[config.mk]
export PLATFORM = sky130hd
export DESIGN_NAME = hwc_cfg
export DESIGN_NICKNAME = d
export VERILOG_FILES = /design/src/hwc_pkg.sv /design/src/hwc_cfg.sv /design/src/hwc_fifo.sv
export SDC_FILE = /design/constraint.sdc
export NUM_CORES = 1
export LEC_CHECK = 0
export BUFFER_PORTS_ARGS = -buffer_cell sky130_fd_sc_hd__buf_2
export CAP_MARGIN = 15
export CORE_MARGIN = 2
export CORE_UTILIZATION = 35
export DETAILED_ROUTE_END_ITERATION = 8
export PLACE_DENSITY_LB_ADDON = 0.25
export SLEW_MARGIN = 20
export SYNTH_ARGS = -nofsm -noshare
export SYNTH_HDL_FRONTEND = slang
export SYNTH_SLANG_ARGS = --single-unit
[constraint.sdc]
create_clock -name i_clk_sys -period 2.25 [get_ports i_clk_sys]
set_input_delay 0.45 -clock i_clk_sys [delete_from_list [all_inputs] [get_ports i_clk_sys]]
set_output_delay 0.45 -clock i_clk_sys [all_outputs]
set_load 0.1 [all_outputs]
[src/hwc_pkg.sv]
// package: register map, field layout and type codes for the host write config block
`default_nettype none
package hwc_pkg;
    localparam int ADDR_W = 9;
    localparam int DATA_W = 16;
    localparam int FIFO_DEPTH = 4;
    localparam logic [ADDR_W-1:0] REG_RSVD_A = 9'h06A;
    localparam logic [ADDR_W-1:0] REG_RSVD_B = 9'h070;
    localparam logic [ADDR_W-1:0] REG_RSVD_C = 9'h074;
    localparam logic [ADDR_W-1:0] REG_RSVD_D = 9'h0FE;
    localparam logic [ADDR_W-1:0] REG_CFG = 9'h180;
    localparam logic [ADDR_W-1:0] REG_STAT = 9'h182;
    localparam logic [DATA_W-1:0] CFG_RESET = 16'h0000;
    localparam int BIT_EN = 0;
    localparam int BIT_ROT_LO = 1;
    localparam int BIT_MIRROR = 3;
    localparam int BIT_SWAP = 4;
    localparam int BIT_TYPE_LO = 5;
    localparam int BIT_SRST = 15;
    localparam logic [DATA_W-1:0] CFG_RW_MASK = 16'h00FF;
    localparam logic [2:0] TYPE_MAX = 3'h4;
    typedef enum logic [1:0] {HWC_ROT_0, HWC_ROT_90, HWC_ROT_180, HWC_ROT_270} hwc_rot_e;
    typedef enum logic [2:0] {
        HWC_YUV422_IL, HWC_YUV422_SEP, HWC_YUV420_IL, HWC_YUV420_SEP, HWC_RGB565
    } hwc_type_e;
endpackage
`default_nettype wire

[src/hwc_cfg.sv]
// host write controller configuration register and data path steering
//
// Added by the designer: the address-and-strobe port.
`timescale 1ns/100ps
`default_nettype none
module hwc_cfg
    import hwc_pkg::*;
(
    // clock and reset
    input wire logic i_clk_sys,
    input wire logic i_nrst,
    // register port
    input wire logic [hwc_pkg::ADDR_W-1:0] i_addr,
    input wire logic [hwc_pkg::DATA_W-1:0] i_wdata,
    input wire logic i_wr,
    input wire logic i_rd,
    output logic [hwc_pkg::DATA_W-1:0] o_rdata,
    // host data stream
    input wire logic i_host_valid,
    output logic o_host_ready,
    input wire logic [hwc_pkg::DATA_W-1:0] i_host_data_lines,
    // controller path
    output logic o_rwc_valid,
    input wire logic i_rwc_ready,
    output logic [hwc_pkg::DATA_W-1:0] o_rwc_data,
    output logic o_rwc_mirror,
    output logic [1:0] o_rwc_rot,
    output logic [2:0] o_rwc_type,
    output logic o_rwc_srst,
    // direct memory path
    output logic o_dir_valid,
    input wire logic i_dir_ready,
    output logic [hwc_pkg::DATA_W-1:0] o_dir_data,
    // status
    output logic o_rwc_en,
    output logic o_type_rsvd
);
    import hwc_pkg::*;

    ////////////////////////////////////////////////////////////////////////
    logic [DATA_W-1:0] cfg_q;
    logic [DATA_W-1:0] rdata_q;
    logic srst_q;
    logic rsvd_hit_q;
    logic en_q;
    logic type_rsvd_q;
    logic cfg_wr;
    logic srst_req;
    logic en;
    logic [DATA_W-1:0] fin_data;
    logic fin_ready;
    logic fout_valid;
    logic fout_ready;
    logic [DATA_W-1:0] fout_data;
    logic rwc_valid_d;
    logic dir_valid_d;
    logic take;

    function automatic logic [DATA_W-1:0] swap_bytes(input logic [DATA_W-1:0] v);
        swap_bytes = {v[7:0], v[15:8]};
    endfunction

    assign cfg_wr = i_wr && (i_addr == REG_CFG);
    assign srst_req = cfg_wr && i_wdata[BIT_SRST];
    assign en = cfg_q[BIT_EN];

    ////////////////////////////////////////////////////////////////////////
    // config register
    always_ff @(posedge i_clk_sys or negedge i_nrst)
    begin
        if (!i_nrst)
            cfg_q <= CFG_RESET;
        else if (srst_req)
            cfg_q <= (i_wdata & CFG_RW_MASK) & ~(DATA_W'(1) << BIT_EN);
        else if (cfg_wr)
            cfg_q <= i_wdata & CFG_RW_MASK;
    end

    // soft reset pulse, one cycle after the write
    always_ff @(posedge i_clk_sys or negedge i_nrst)
    begin
        if (!i_nrst)
            srst_q <= 1'b0;
        else
            srst_q <= srst_req;
    end

    // sticky flag: host wrote to a reserved location; cleared by soft reset
    always_ff @(posedge i_clk_sys or negedge i_nrst)
    begin
        if (!i_nrst)
            rsvd_hit_q <= 1'b0;
        else if (i_wr && (i_addr == REG_RSVD_A || i_addr == REG_RSVD_B
                 || i_addr == REG_RSVD_C || i_addr == REG_RSVD_D))
            rsvd_hit_q <= 1'b1;
        else if (srst_q)
            rsvd_hit_q <= 1'b0;
    end

    // read data; reserved bits and the reset bit read 0
    always_ff @(posedge i_clk_sys or negedge i_nrst)
    begin
        if (!i_nrst)
            rdata_q <= '0;
        else if (i_rd)
        begin
            case (i_addr)
                REG_CFG: rdata_q <= cfg_q & CFG_RW_MASK;
                REG_STAT: rdata_q <= {14'h0000, rsvd_hit_q, fout_valid};
                default: rdata_q <= '0;
            endcase
        end
    end
    assign o_rdata = rdata_q;

    ////////////////////////////////////////////////////////////////////////
    // swap only acts on the controller path
    assign fin_data = (en && cfg_q[BIT_SWAP]) ? swap_bytes(i_host_data_lines)
                                              : i_host_data_lines;
    assign o_host_ready = fin_ready;

    hwc_fifo #(.WIDTH(DATA_W), .DEPTH(FIFO_DEPTH)) u_fifo (
        .i_clk_sys(i_clk_sys),
        .i_nrst(i_nrst),
        .i_flush(srst_q),
        .i_in_valid(i_host_valid),
        .o_in_ready(fin_ready),
        .i_in_data(fin_data),
        .o_out_valid(fout_valid),
        .i_out_ready(fout_ready),
        .o_out_data(fout_data)
    );

    // output stage register; stalls fifo when destination is busy
    assign take = !(o_rwc_valid && !i_rwc_ready) && !(o_dir_valid && !i_dir_ready);
    assign fout_ready = take && !srst_q;
    assign rwc_valid_d = fout_valid && fout_ready && en;
    assign dir_valid_d = fout_valid && fout_ready && !en;

    always_ff @(posedge i_clk_sys or negedge i_nrst)
    begin
        if (!i_nrst)
        begin
            o_rwc_valid <= 1'b0;
            o_dir_valid <= 1'b0;
            o_rwc_data <= '0;
            o_dir_data <= '0;
        end
        else if (srst_q)
        begin
            o_rwc_valid <= 1'b0;
            o_dir_valid <= 1'b0;
        end
        else if (take)
        begin
            o_rwc_valid <= rwc_valid_d;
            o_dir_valid <= dir_valid_d;
            if (rwc_valid_d)
                o_rwc_data <= fout_data;
            if (dir_valid_d)
                o_dir_data <= fout_data;
        end
    end

    // mode fields seen by the controller; forced neutral while disabled
    always_ff @(posedge i_clk_sys or negedge i_nrst)
    begin
        if (!i_nrst)
        begin
            en_q <= 1'b0;
            o_rwc_mirror <= 1'b0;
            o_rwc_rot <= HWC_ROT_0;
            o_rwc_type <= HWC_YUV422_IL;
            type_rsvd_q <= 1'b0;
            o_rwc_srst <= 1'b0;
        end
        else
        begin
            en_q <= en;
            o_rwc_mirror <= en && cfg_q[BIT_MIRROR];
            o_rwc_rot <= en ? cfg_q[BIT_ROT_LO +: 2] : HWC_ROT_0;
            o_rwc_type <= en ? cfg_q[BIT_TYPE_LO +: 3] : HWC_YUV422_IL;
            type_rsvd_q <= en && (cfg_q[BIT_TYPE_LO +: 3] > TYPE_MAX);
            o_rwc_srst <= srst_req;
        end
    end
    assign o_rwc_en = en_q;
    assign o_type_rsvd = type_rsvd_q;

    ////////////////////////////////////////////////////////////////////////
    AST_SRST_CLEARS_EN: assert property (@(posedge i_clk_sys) disable iff (!i_nrst)
        srst_req |=> !cfg_q[BIT_EN]) else $error("soft reset left enable set");
    AST_SRST_PULSE: assert property (@(posedge i_clk_sys) disable iff (!i_nrst)
        srst_req |=> o_rwc_srst ##1 (o_rwc_srst == $past(srst_req)))
        else $error("soft reset pulse wrong");
    AST_SRST_READ0: assert property (@(posedge i_clk_sys) disable iff (!i_nrst)
        (i_rd && i_addr == REG_CFG) |=> !o_rdata[BIT_SRST]) else $error("reset bit read 1");
    AST_DIS_NEUTRAL: assert property (@(posedge i_clk_sys) disable iff (!i_nrst)
        !en |=> (!o_rwc_mirror && o_rwc_rot == 2'h0 && o_rwc_type == 3'h0))
        else $error("modes active while disabled");
    AST_BYPASS: assert property (@(posedge i_clk_sys) disable iff (!i_nrst)
        (!en && fout_valid && fout_ready && !srst_q) |=> o_dir_valid && !o_rwc_valid)
        else $error("disabled word not sent direct");
    AST_ROUTE: assert property (@(posedge i_clk_sys) disable iff (!i_nrst)
        (en && fout_valid && fout_ready && !srst_q) |=> o_rwc_valid && o_rwc_data == $past(fout_data))
        else $error("enabled word not routed to controller");
    AST_SWAP: assert property (@(posedge i_clk_sys) disable iff (!i_nrst)
        (en && cfg_q[BIT_SWAP]) |-> fin_data == {i_host_data_lines[7:0], i_host_data_lines[15:8]})
        else $error("swap not applied");
    AST_MIRROR: assert property (@(posedge i_clk_sys) disable iff (!i_nrst)
        (en && cfg_q[BIT_MIRROR]) |=> o_rwc_mirror) else $error("mirror not applied");
    AST_ROT: assert property (@(posedge i_clk_sys) disable iff (!i_nrst)
        en |=> o_rwc_rot == $past(cfg_q[BIT_ROT_LO +: 2])) else $error("rotation mismatch");
    AST_TYPE: assert property (@(posedge i_clk_sys) disable iff (!i_nrst)
        en |=> o_rwc_type == $past(cfg_q[BIT_TYPE_LO +: 3])) else $error("type mismatch");
endmodule
`default_nettype wire

[src/hwc_fifo.sv]
// small flop-based fifo with valid/ready on both sides
`timescale 1ns/100ps
`default_nettype none
module hwc_fifo #(
    parameter int WIDTH = 16,
    parameter int DEPTH = 4
) (
    // clock and reset
    input wire logic i_clk_sys,
    input wire logic i_nrst,
    input wire logic i_flush,
    // fill side
    input wire logic i_in_valid,
    output logic o_in_ready,
    input wire logic [WIDTH-1:0] i_in_data,
    // drain side
    output logic o_out_valid,
    input wire logic i_out_ready,
    output logic [WIDTH-1:0] o_out_data
);
    localparam int AW = $clog2(DEPTH);
    logic [WIDTH-1:0] mem_q [DEPTH];
    logic [AW-1:0] wr_q;
    logic [AW-1:0] rd_q;
    logic [AW:0] cnt_q;
    logic push;
    logic pop;

    assign o_in_ready = (cnt_q != (AW+1)'(DEPTH));
    assign o_out_valid = (cnt_q != '0);
    assign o_out_data = mem_q[rd_q];
    assign push = i_in_valid && o_in_ready;
    assign pop = o_out_valid && i_out_ready;

    function automatic logic [AW-1:0] nxt(input logic [AW-1:0] p);
        nxt = (p == AW'(DEPTH-1)) ? '0 : p + AW'(1);
    endfunction

    always_ff @(posedge i_clk_sys)
    begin
        if (push)
        begin
            mem_q[wr_q] <= i_in_data;
        end
    end

    always_ff @(posedge i_clk_sys or negedge i_nrst)
    begin
        if (!i_nrst)
        begin
            wr_q <= '0;
            rd_q <= '0;
            cnt_q <= '0;
        end
        else if (i_flush)
        begin
            wr_q <= '0;
            rd_q <= '0;
            cnt_q <= '0;
        end
        else
        begin
            if (push)
                wr_q <= nxt(wr_q);
            if (pop)
                rd_q <= nxt(rd_q);
            if (push && !pop)
                cnt_q <= cnt_q + (AW+1)'(1);
            else if (pop && !push)
                cnt_q <= cnt_q - (AW+1)'(1);
        end
    end
endmodule
`default_nettype wire

## Word level (Yosys, flattened, before mapping)

Memories as Yosys holds them, arrays and structs flattened.
Cells that the tools add are included.

- Flip-flop bits (word level): 75
- Bits in writable memories: 64
- Input port bits: 48
- Word-level logic and storage cells: 91
- Memories kept: 1

Memories:

| name | words | bits a word | read ports | clocked after Yosys merged registers in | write ports | RTL line | text |
|---|---|---|---|---|---|---|---|
| u_fifo.mem_q | 4 | 16 | 1 | 0 | 1 | hwc_fifo.sv:22 | `logic [WIDTH-1:0] mem_q [DEPTH];` |

- Add/sub/neg operators: 4
- $lt $le $gt $ge: 1
- Equality and inequality tests: 9
- Mux-type cells: 23
- Bitwise gates (word level): 1
- Reductions and logical operators: 36

Operators by type and width:

| cell | count |
|---|---|
| $eq A9 B7 Y1 const B | 3 |
| $eq A9 B9 Y1 const B | 2 |
| $logic_and A1 B1 Y1 | 16 |
| $mux W16 | 1 |
| $mux W8 | 2 |
| $pmux W8 S2 | 1 |
| $mux W2 | 7 |
| $mux W3 | 4 |
| $reduce_bool A2 Y1 | 5 |
| $eq A9 B8 Y1 const B | 1 |
| $logic_not A1 Y1 | 8 |
| $mux W1 | 8 |
| $reduce_and A3 Y1 | 2 |
| $reduce_bool A3 Y1 | 2 |
| $add A2 B1 Y2 const B | 2 |
| $eq A2 B2 Y1 const B | 2 |
| $add A3 B1 Y3 const B | 1 |
| $gt A3 B3 Y1 const B | 1 |
| $logic_or A1 B1 Y1 | 3 |
| $ne A3 B3 Y1 const B | 1 |
| $sub A3 B1 Y3 const B | 1 |
| $not A1 Y1 | 1 |

## Depth between registers and ports, before layout

- Depth in word-level cells: 10
- Mapped depth: 9

## Cells and area by module

Synthesis repeated with hierarchy kept, for this count alone.

- Cell total of the unflattened synthesis: 340
- Area, all modules: 5,551.6 µm²

Modules (own cells, without submodules):

| module | instances | cells each | area an instance (µm²) | sequential area each (µm²) |
|---|---|---|---|---|
| hwc_fifo | 1 | 143 | 2,861.5 | 2,097.0 |
| hwc_cfg | 1 | 197 | 2,690.1 | 1,501.4 |

## Worst setup path after synthesis

OpenSTA, ideal clock, no wires.

- Kind: reg-to-reg
- Start: register o_dir_valid
- End: register u_fifo.cnt_q[1]
- Arrival time: 2,667 ps
- Data required time: 2,134 ps
- Slack: -533 ps
- Stages on the path, launching flop included: 9
- Path buffers: 1
- Period minus slack after synthesis: 2,783 ps
- Path through: dfrtp_1 nor2b_1 clkbuf_1 nor4_4 nor2_1 fa_1 nor2b_1 or4_1 o311ai_0

- Word-level cells in the longest chain between the ends: 9
- Elaborated cells on any way between the ends: 11
- Classes of those cells: mux: 2; reduce/logical: 9

Ends and longest elaborated chain:

| element | RTL line | text |
|---|---|---|
| start, declared | hwc_cfg.sv:31 | `output logic o_dir_valid,` |
| start signal, assigned | hwc_cfg.sv:157 | `o_dir_valid <= dir_valid_d;` |
| $logic_and A1 B1 Y1 * | hwc_cfg.sv:135 | `assign take = !(o_rwc_valid && !i_rwc_ready) && !(o_dir_valid && !i_dir_ready);` |
| $logic_not A1 Y1 * | hwc_cfg.sv:135 |  |
| $logic_and A1 B1 Y1 * | hwc_cfg.sv:135 |  |
| $logic_and A1 B1 Y1 * | hwc_cfg.sv:136 | `assign fout_ready = take && !srst_q;` |
| $logic_and A1 B1 Y1 * | hwc_fifo.sv:33 | `assign pop = o_out_valid && i_out_ready;` |
| $logic_not A1 Y1 | hwc_fifo.sv:67 | `if (push && !pop)` |
| $logic_and A1 B1 Y1 | hwc_fifo.sv:67 |  |
| $mux W3 | hwc_fifo.sv:67 |  |
| $mux W3 | hwc_fifo.sv:55 | `else if (i_flush)` |
| end signal, assigned | hwc_fifo.sv:68 | `cnt_q <= cnt_q + (AW+1)'(1);` |
| end signal, assigned | hwc_fifo.sv:70 | `cnt_q <= cnt_q - (AW+1)'(1);` |
| end, declared | hwc_fifo.sv:25 | `logic [AW:0] cnt_q;` |

Every way passes the cells marked *; elsewhere a longest branch is shown, timed or not.
A chain may end at the register's enable or synchronous reset.

## Worst setup path in the final report

- Start: register u_fifo.cnt_q[1]
- End: register u_fifo.cnt_q[1]

- Word-level cells in the longest chain between the ends: 6
- Elaborated cells on any way between the ends: 14
- Classes of those cells: add/sub: 2; eq/ne: 1; mux: 3; reduce/logical: 8

Ends and longest elaborated chain:

| element |
|---|
| parallel branches: the longest is 6 deep, another holds $sub A3 B1 Y3 |

Parallel ways; which one is timed is not known. The select of a mux whose other input is x is not followed.

==> impl_metrics.env <==
export IMPL_path_max_fanout=4
export IMPL_syn_avg_cell_area_um2=16.4
export IMPL_fp_dieW_um=130
export IMPL_initial_core_util_pct=36.2
export IMPL_wire_per_inst_um=16.5
export IMPL_layout_area_overhead_vs_synth_pct=25.6
export IMPL_crit_required_ns=2.56
export IMPL_setup_tns_final_ns=0
export IMPL_yosysTopAreaCellShare_pct=34.7
export IMPL_drt_total_wl_um=11200
export IMPL_synth_distinct_cells=56
export IMPL_drive_gt1_share_pct=48.8
export IMPL_fin_crit_sh_pct=99.3
export IMPL_clk_latency_ns=0.41
export IMPL_die_h_um=130
export IMPL_async_flop_share_pct=51.1
export IMPL_fin_area_um2=6960
export IMPL_synth_top_flop_cell="dfrtp_1"
export IMPL_io_pins=108
export IMPL_clockBufferDepth=2
export IMPL_vias=3218
export IMPL_rows=45
export IMPL_syn_cell_area_um2=5540
export IMPL_end_kind="flop"
export IMPL_die_area_um2=16900
export IMPL_ant_nets=0
export IMPL_drv_slew=0
export IMPL_finalPower_w=0.0103
export IMPL_first_iter_violations=186
export IMPL_cts_hold_buffers=0
export IMPL_r2r_start="u_fifo.cnt_q[1]$_DFFE_PN0P_"
export IMPL_hold_class="input port to async pin"
export IMPL_tightestPinTransition_ns=0.919
export IMPL_io_buffers=92
export IMPL_root_buffer="clkbuf_16"
export IMPL_place_gp_congestion=0.787
export IMPL_fmax_mhz=448
export IMPL_fin_crit_ns=2.23
export IMPL_fillers=1396
export IMPL_yosys_warnings=0
export IMPL_antenna_found_initial=2
export IMPL_gr_total_overflow=0
export IMPL_status="complete, no violations"
export IMPL_seq_area_um2=3610
export IMPL_avgViaCountPerCell=4.76
export IMPL_synth_top_area_cell="edfxtp_1"
export IMPL_cts_buffers=17
export IMPL_critical_path_arrival_ns=2.54
export IMPL_cts_sinks=131
export IMPL_htree_levels=4
export IMPL_pwr_density_cell_nw_per_um2=1480
export IMPL_startpoint_type="flop"
export IMPL_syn_inst=338
export IMPL_clock_skew_ns=0.00708
export IMPL_coreArea_um2=15300
export IMPL_peakVddDrop_uv=736
export IMPL_hold_violations=0
export IMPL_multi_input_area_um2=1810
export IMPL_rr_worst_depth=7
export IMPL_clk_transition_reported_paths_ns=0.06
export IMPL_cap_violations=0
export IMPL_drc_errors=0
export IMPL_grt_max_degree=68
export IMPL_seq_area_frac_synth_pct=65.0
export IMPL_first_global_vias=3358
export IMPL_dp_hpwl_um=7410
export IMPL_leakagePower_nw=3.04
export IMPL_synthTopCellsByArea="edfxtp_1 35%, dfrtp_1 30%, mux2_2 9.3%"
export IMPL_rsz0062_at_grt="true"
export IMPL_synth_seq_cells=131
export IMPL_synth_edff_count=64
export IMPL_grt_pass1_wl_um=17600
export IMPL_cts_tree="built"
export IMPL_grt_usage_pct=14.1
export IMPL_max_slew_margin_pct=38.7
export IMPL_fin_nets=504
export IMPL_placed_cell_area_um2=6330
export IMPL_crit_type="flop to flop"
export IMPL_setup_viol=0
export IMPL_worstReg2RegEnd="u_fifo.cnt_q[1]$_DFFE_PN0P_"
export IMPL_r2r_setup_slack_ns=0.02
export IMPL_dr_pass1_iters=4
## layout by cell type (no fill, tap or decap), drive strengths merged, types with 2 or more instances in the layout
| master | Yosys | final |
|---|---|---|
| buf | 16 | 110 |
| dfrtp | 67 | 67 |
| edfxtp | 64 | 64 |
| mux2 | 56 | 56 |
| clkbuf | 8 | 24 |
| mux4 | 16 | 16 |
| nand2 | 11 | 11 |
| nor2 | 9 | 9 |
| conb | 1 | 8 |
| inv | 7 | 8 |
| and2 | 6 | 6 |
| o21ai | 6 | 6 |
| a22o | 6 | 6 |
| a21oi | 5 | 5 |
| ha | 5 | 5 |
| nor2b | 5 | 5 |
| nor3 | 5 | 5 |
| clkinv | 1 | 5 |
| and3 | 4 | 4 |
| or4 | 4 | 4 |
| a22oi | 3 | 3 |
| nand3 | 3 | 3 |
| or3 | 3 | 3 |
| nor4 | 3 | 3 |
| diode | 0 | 2 |
| nand2b | 2 | 2 |
| mux2i | 2 | 2 |
| o22ai | 2 | 2 |
| o2bb2ai | 2 | 2 |
| bufinv | 0 | 2 |
## sequential cells by signal (all words and copies together), names as in the netlist
register / cells
u_fifo.wr_q: 2
u_fifo.mem_q: 64
o_rwc_data: 16
o_rwc_srst: 1
o_rwc_en: 1
u_fifo.cnt_q: 3
o_rwc_mirror: 1
rsvd_hit_q: 1
o_rwc_type: 3
o_rdata: 8
o_type_rsvd: 1
o_dir_valid: 1
cfg_q: 8
o_dir_data: 16
o_rwc_rot: 2
u_fifo.rd_q: 2
o_rwc_valid: 1
## timing repair
action,4_1_cts,5_1_grt
resized for setup,1,4
setup endpoints to repair,1,1
hold endpoints to repair,0,0
buffers inserted,1,0
## synthesized netlist by cell type (2+ instances only)
cell and n:
buf_4 8, o2bb2ai_1 2, clkbuf_1 8, nor2b_1 5, and3_1 4, mux2_2 46, edfxtp_1 64, mux4_2 16
inv_1 7, a22o_1 6, ha_1 5, or4_1 3, nand2_1 10, a22oi_1 3, nor3_1 4, mux2i_1 2
nand2b_1 2, buf_6 2, nor2_1 8, o22ai_1 2, dfrtp_1 67, and2_1 6, o21ai_0 6, mux2_4 10
buf_2 4, a21oi_1 5, nand3_1 3, or3_1 2
## critical path, stage by stage, from the launching register on
cell	delay, ns
dfrtp_1	0.42
or3b_4	0.41
nand2_4	0.09
nor2_1	0.05
fa_1	0.47
nor2b_1	0.16
or4_1	0.42
o311ai_2	0.10
## how the worst max path moves through the flow
stage,startpoint,end,slack [ns],depth (start not counted)
finish,u_fifo.cnt_q[1]$_DFFE_PN0P_,u_fifo.cnt_q[1]$_DFFE_PN0P_,0.02,7
global route,u_fifo.cnt_q[1]$_DFFE_PN0P_,u_fifo.cnt_q[1]$_DFFE_PN0P_,-0.05,7
CTS,o_rwc_valid$_DFFE_PN0P_,u_fifo.cnt_q[1]$_DFFE_PN0P_,0.02,7
detailed placement,u_fifo.cnt_q[0]$_DFFE_PN0P_,u_fifo.cnt_q[1]$_DFFE_PN0P_,-0.02,7
global placement,i_rwc_ready,u_fifo.cnt_q[1]$_DFFE_PN0P_,0.04,8
floorplan,o_rwc_valid$_DFFE_PN0P_,u_fifo.cnt_q[1]$_DFFE_PN0P_,-0.19,8
## power breakdown
part           total (W)  switching (W)  internal [W]
logic            0.00422        0.00294       0.00128
clock network    0.00276       0.000975       0.00178
registers        0.00331       0.000220       0.00309
total             0.0103        0.00414       0.00615
## layer usage
layer  global-route usage [%]  vias up  part of all wire (%)
li1                         -     1501                     -
met1                     16.9     1615                    43
met2                     23.0       96                    50
met3                     6.40        6                   6.8
met4                     3.98        0                  0.68
met5                        0        -                     0
## logic make-up after synthesis
family	share of synthesized area [%]
flops	65.0
mux	18.9
simple gates	7.09
compound gates	4.11
buf+inv	3.36
fa+ha+maj	1.49
other cells	0.0677
## layout make-up
cell class	count	share of cell area, %
sequential	131	51.8
inverter	8	0.432
antenna	2	0.0719
tap	211	3.79
clock inverter	8	1.38
clock buffer	24	7.23
multi-input combinational	182	26.0
timing repair buffer	110	9.28
## through the flow
step	setup WS, ns	cells	utilization [%]	hold WS (ns)
floorplan	-0.194	345	-	0.154
global placement	0.0393	641	41.3	0.483
detailed placement	-0.0202	641	41.3	0.484
CTS	0.0191	674	45.3	0.0629
global route	-0.0514	674	45.4	0.0785
finish	0.0156	676	45.4	0.0666
Power figures use the tool's default switching activity.
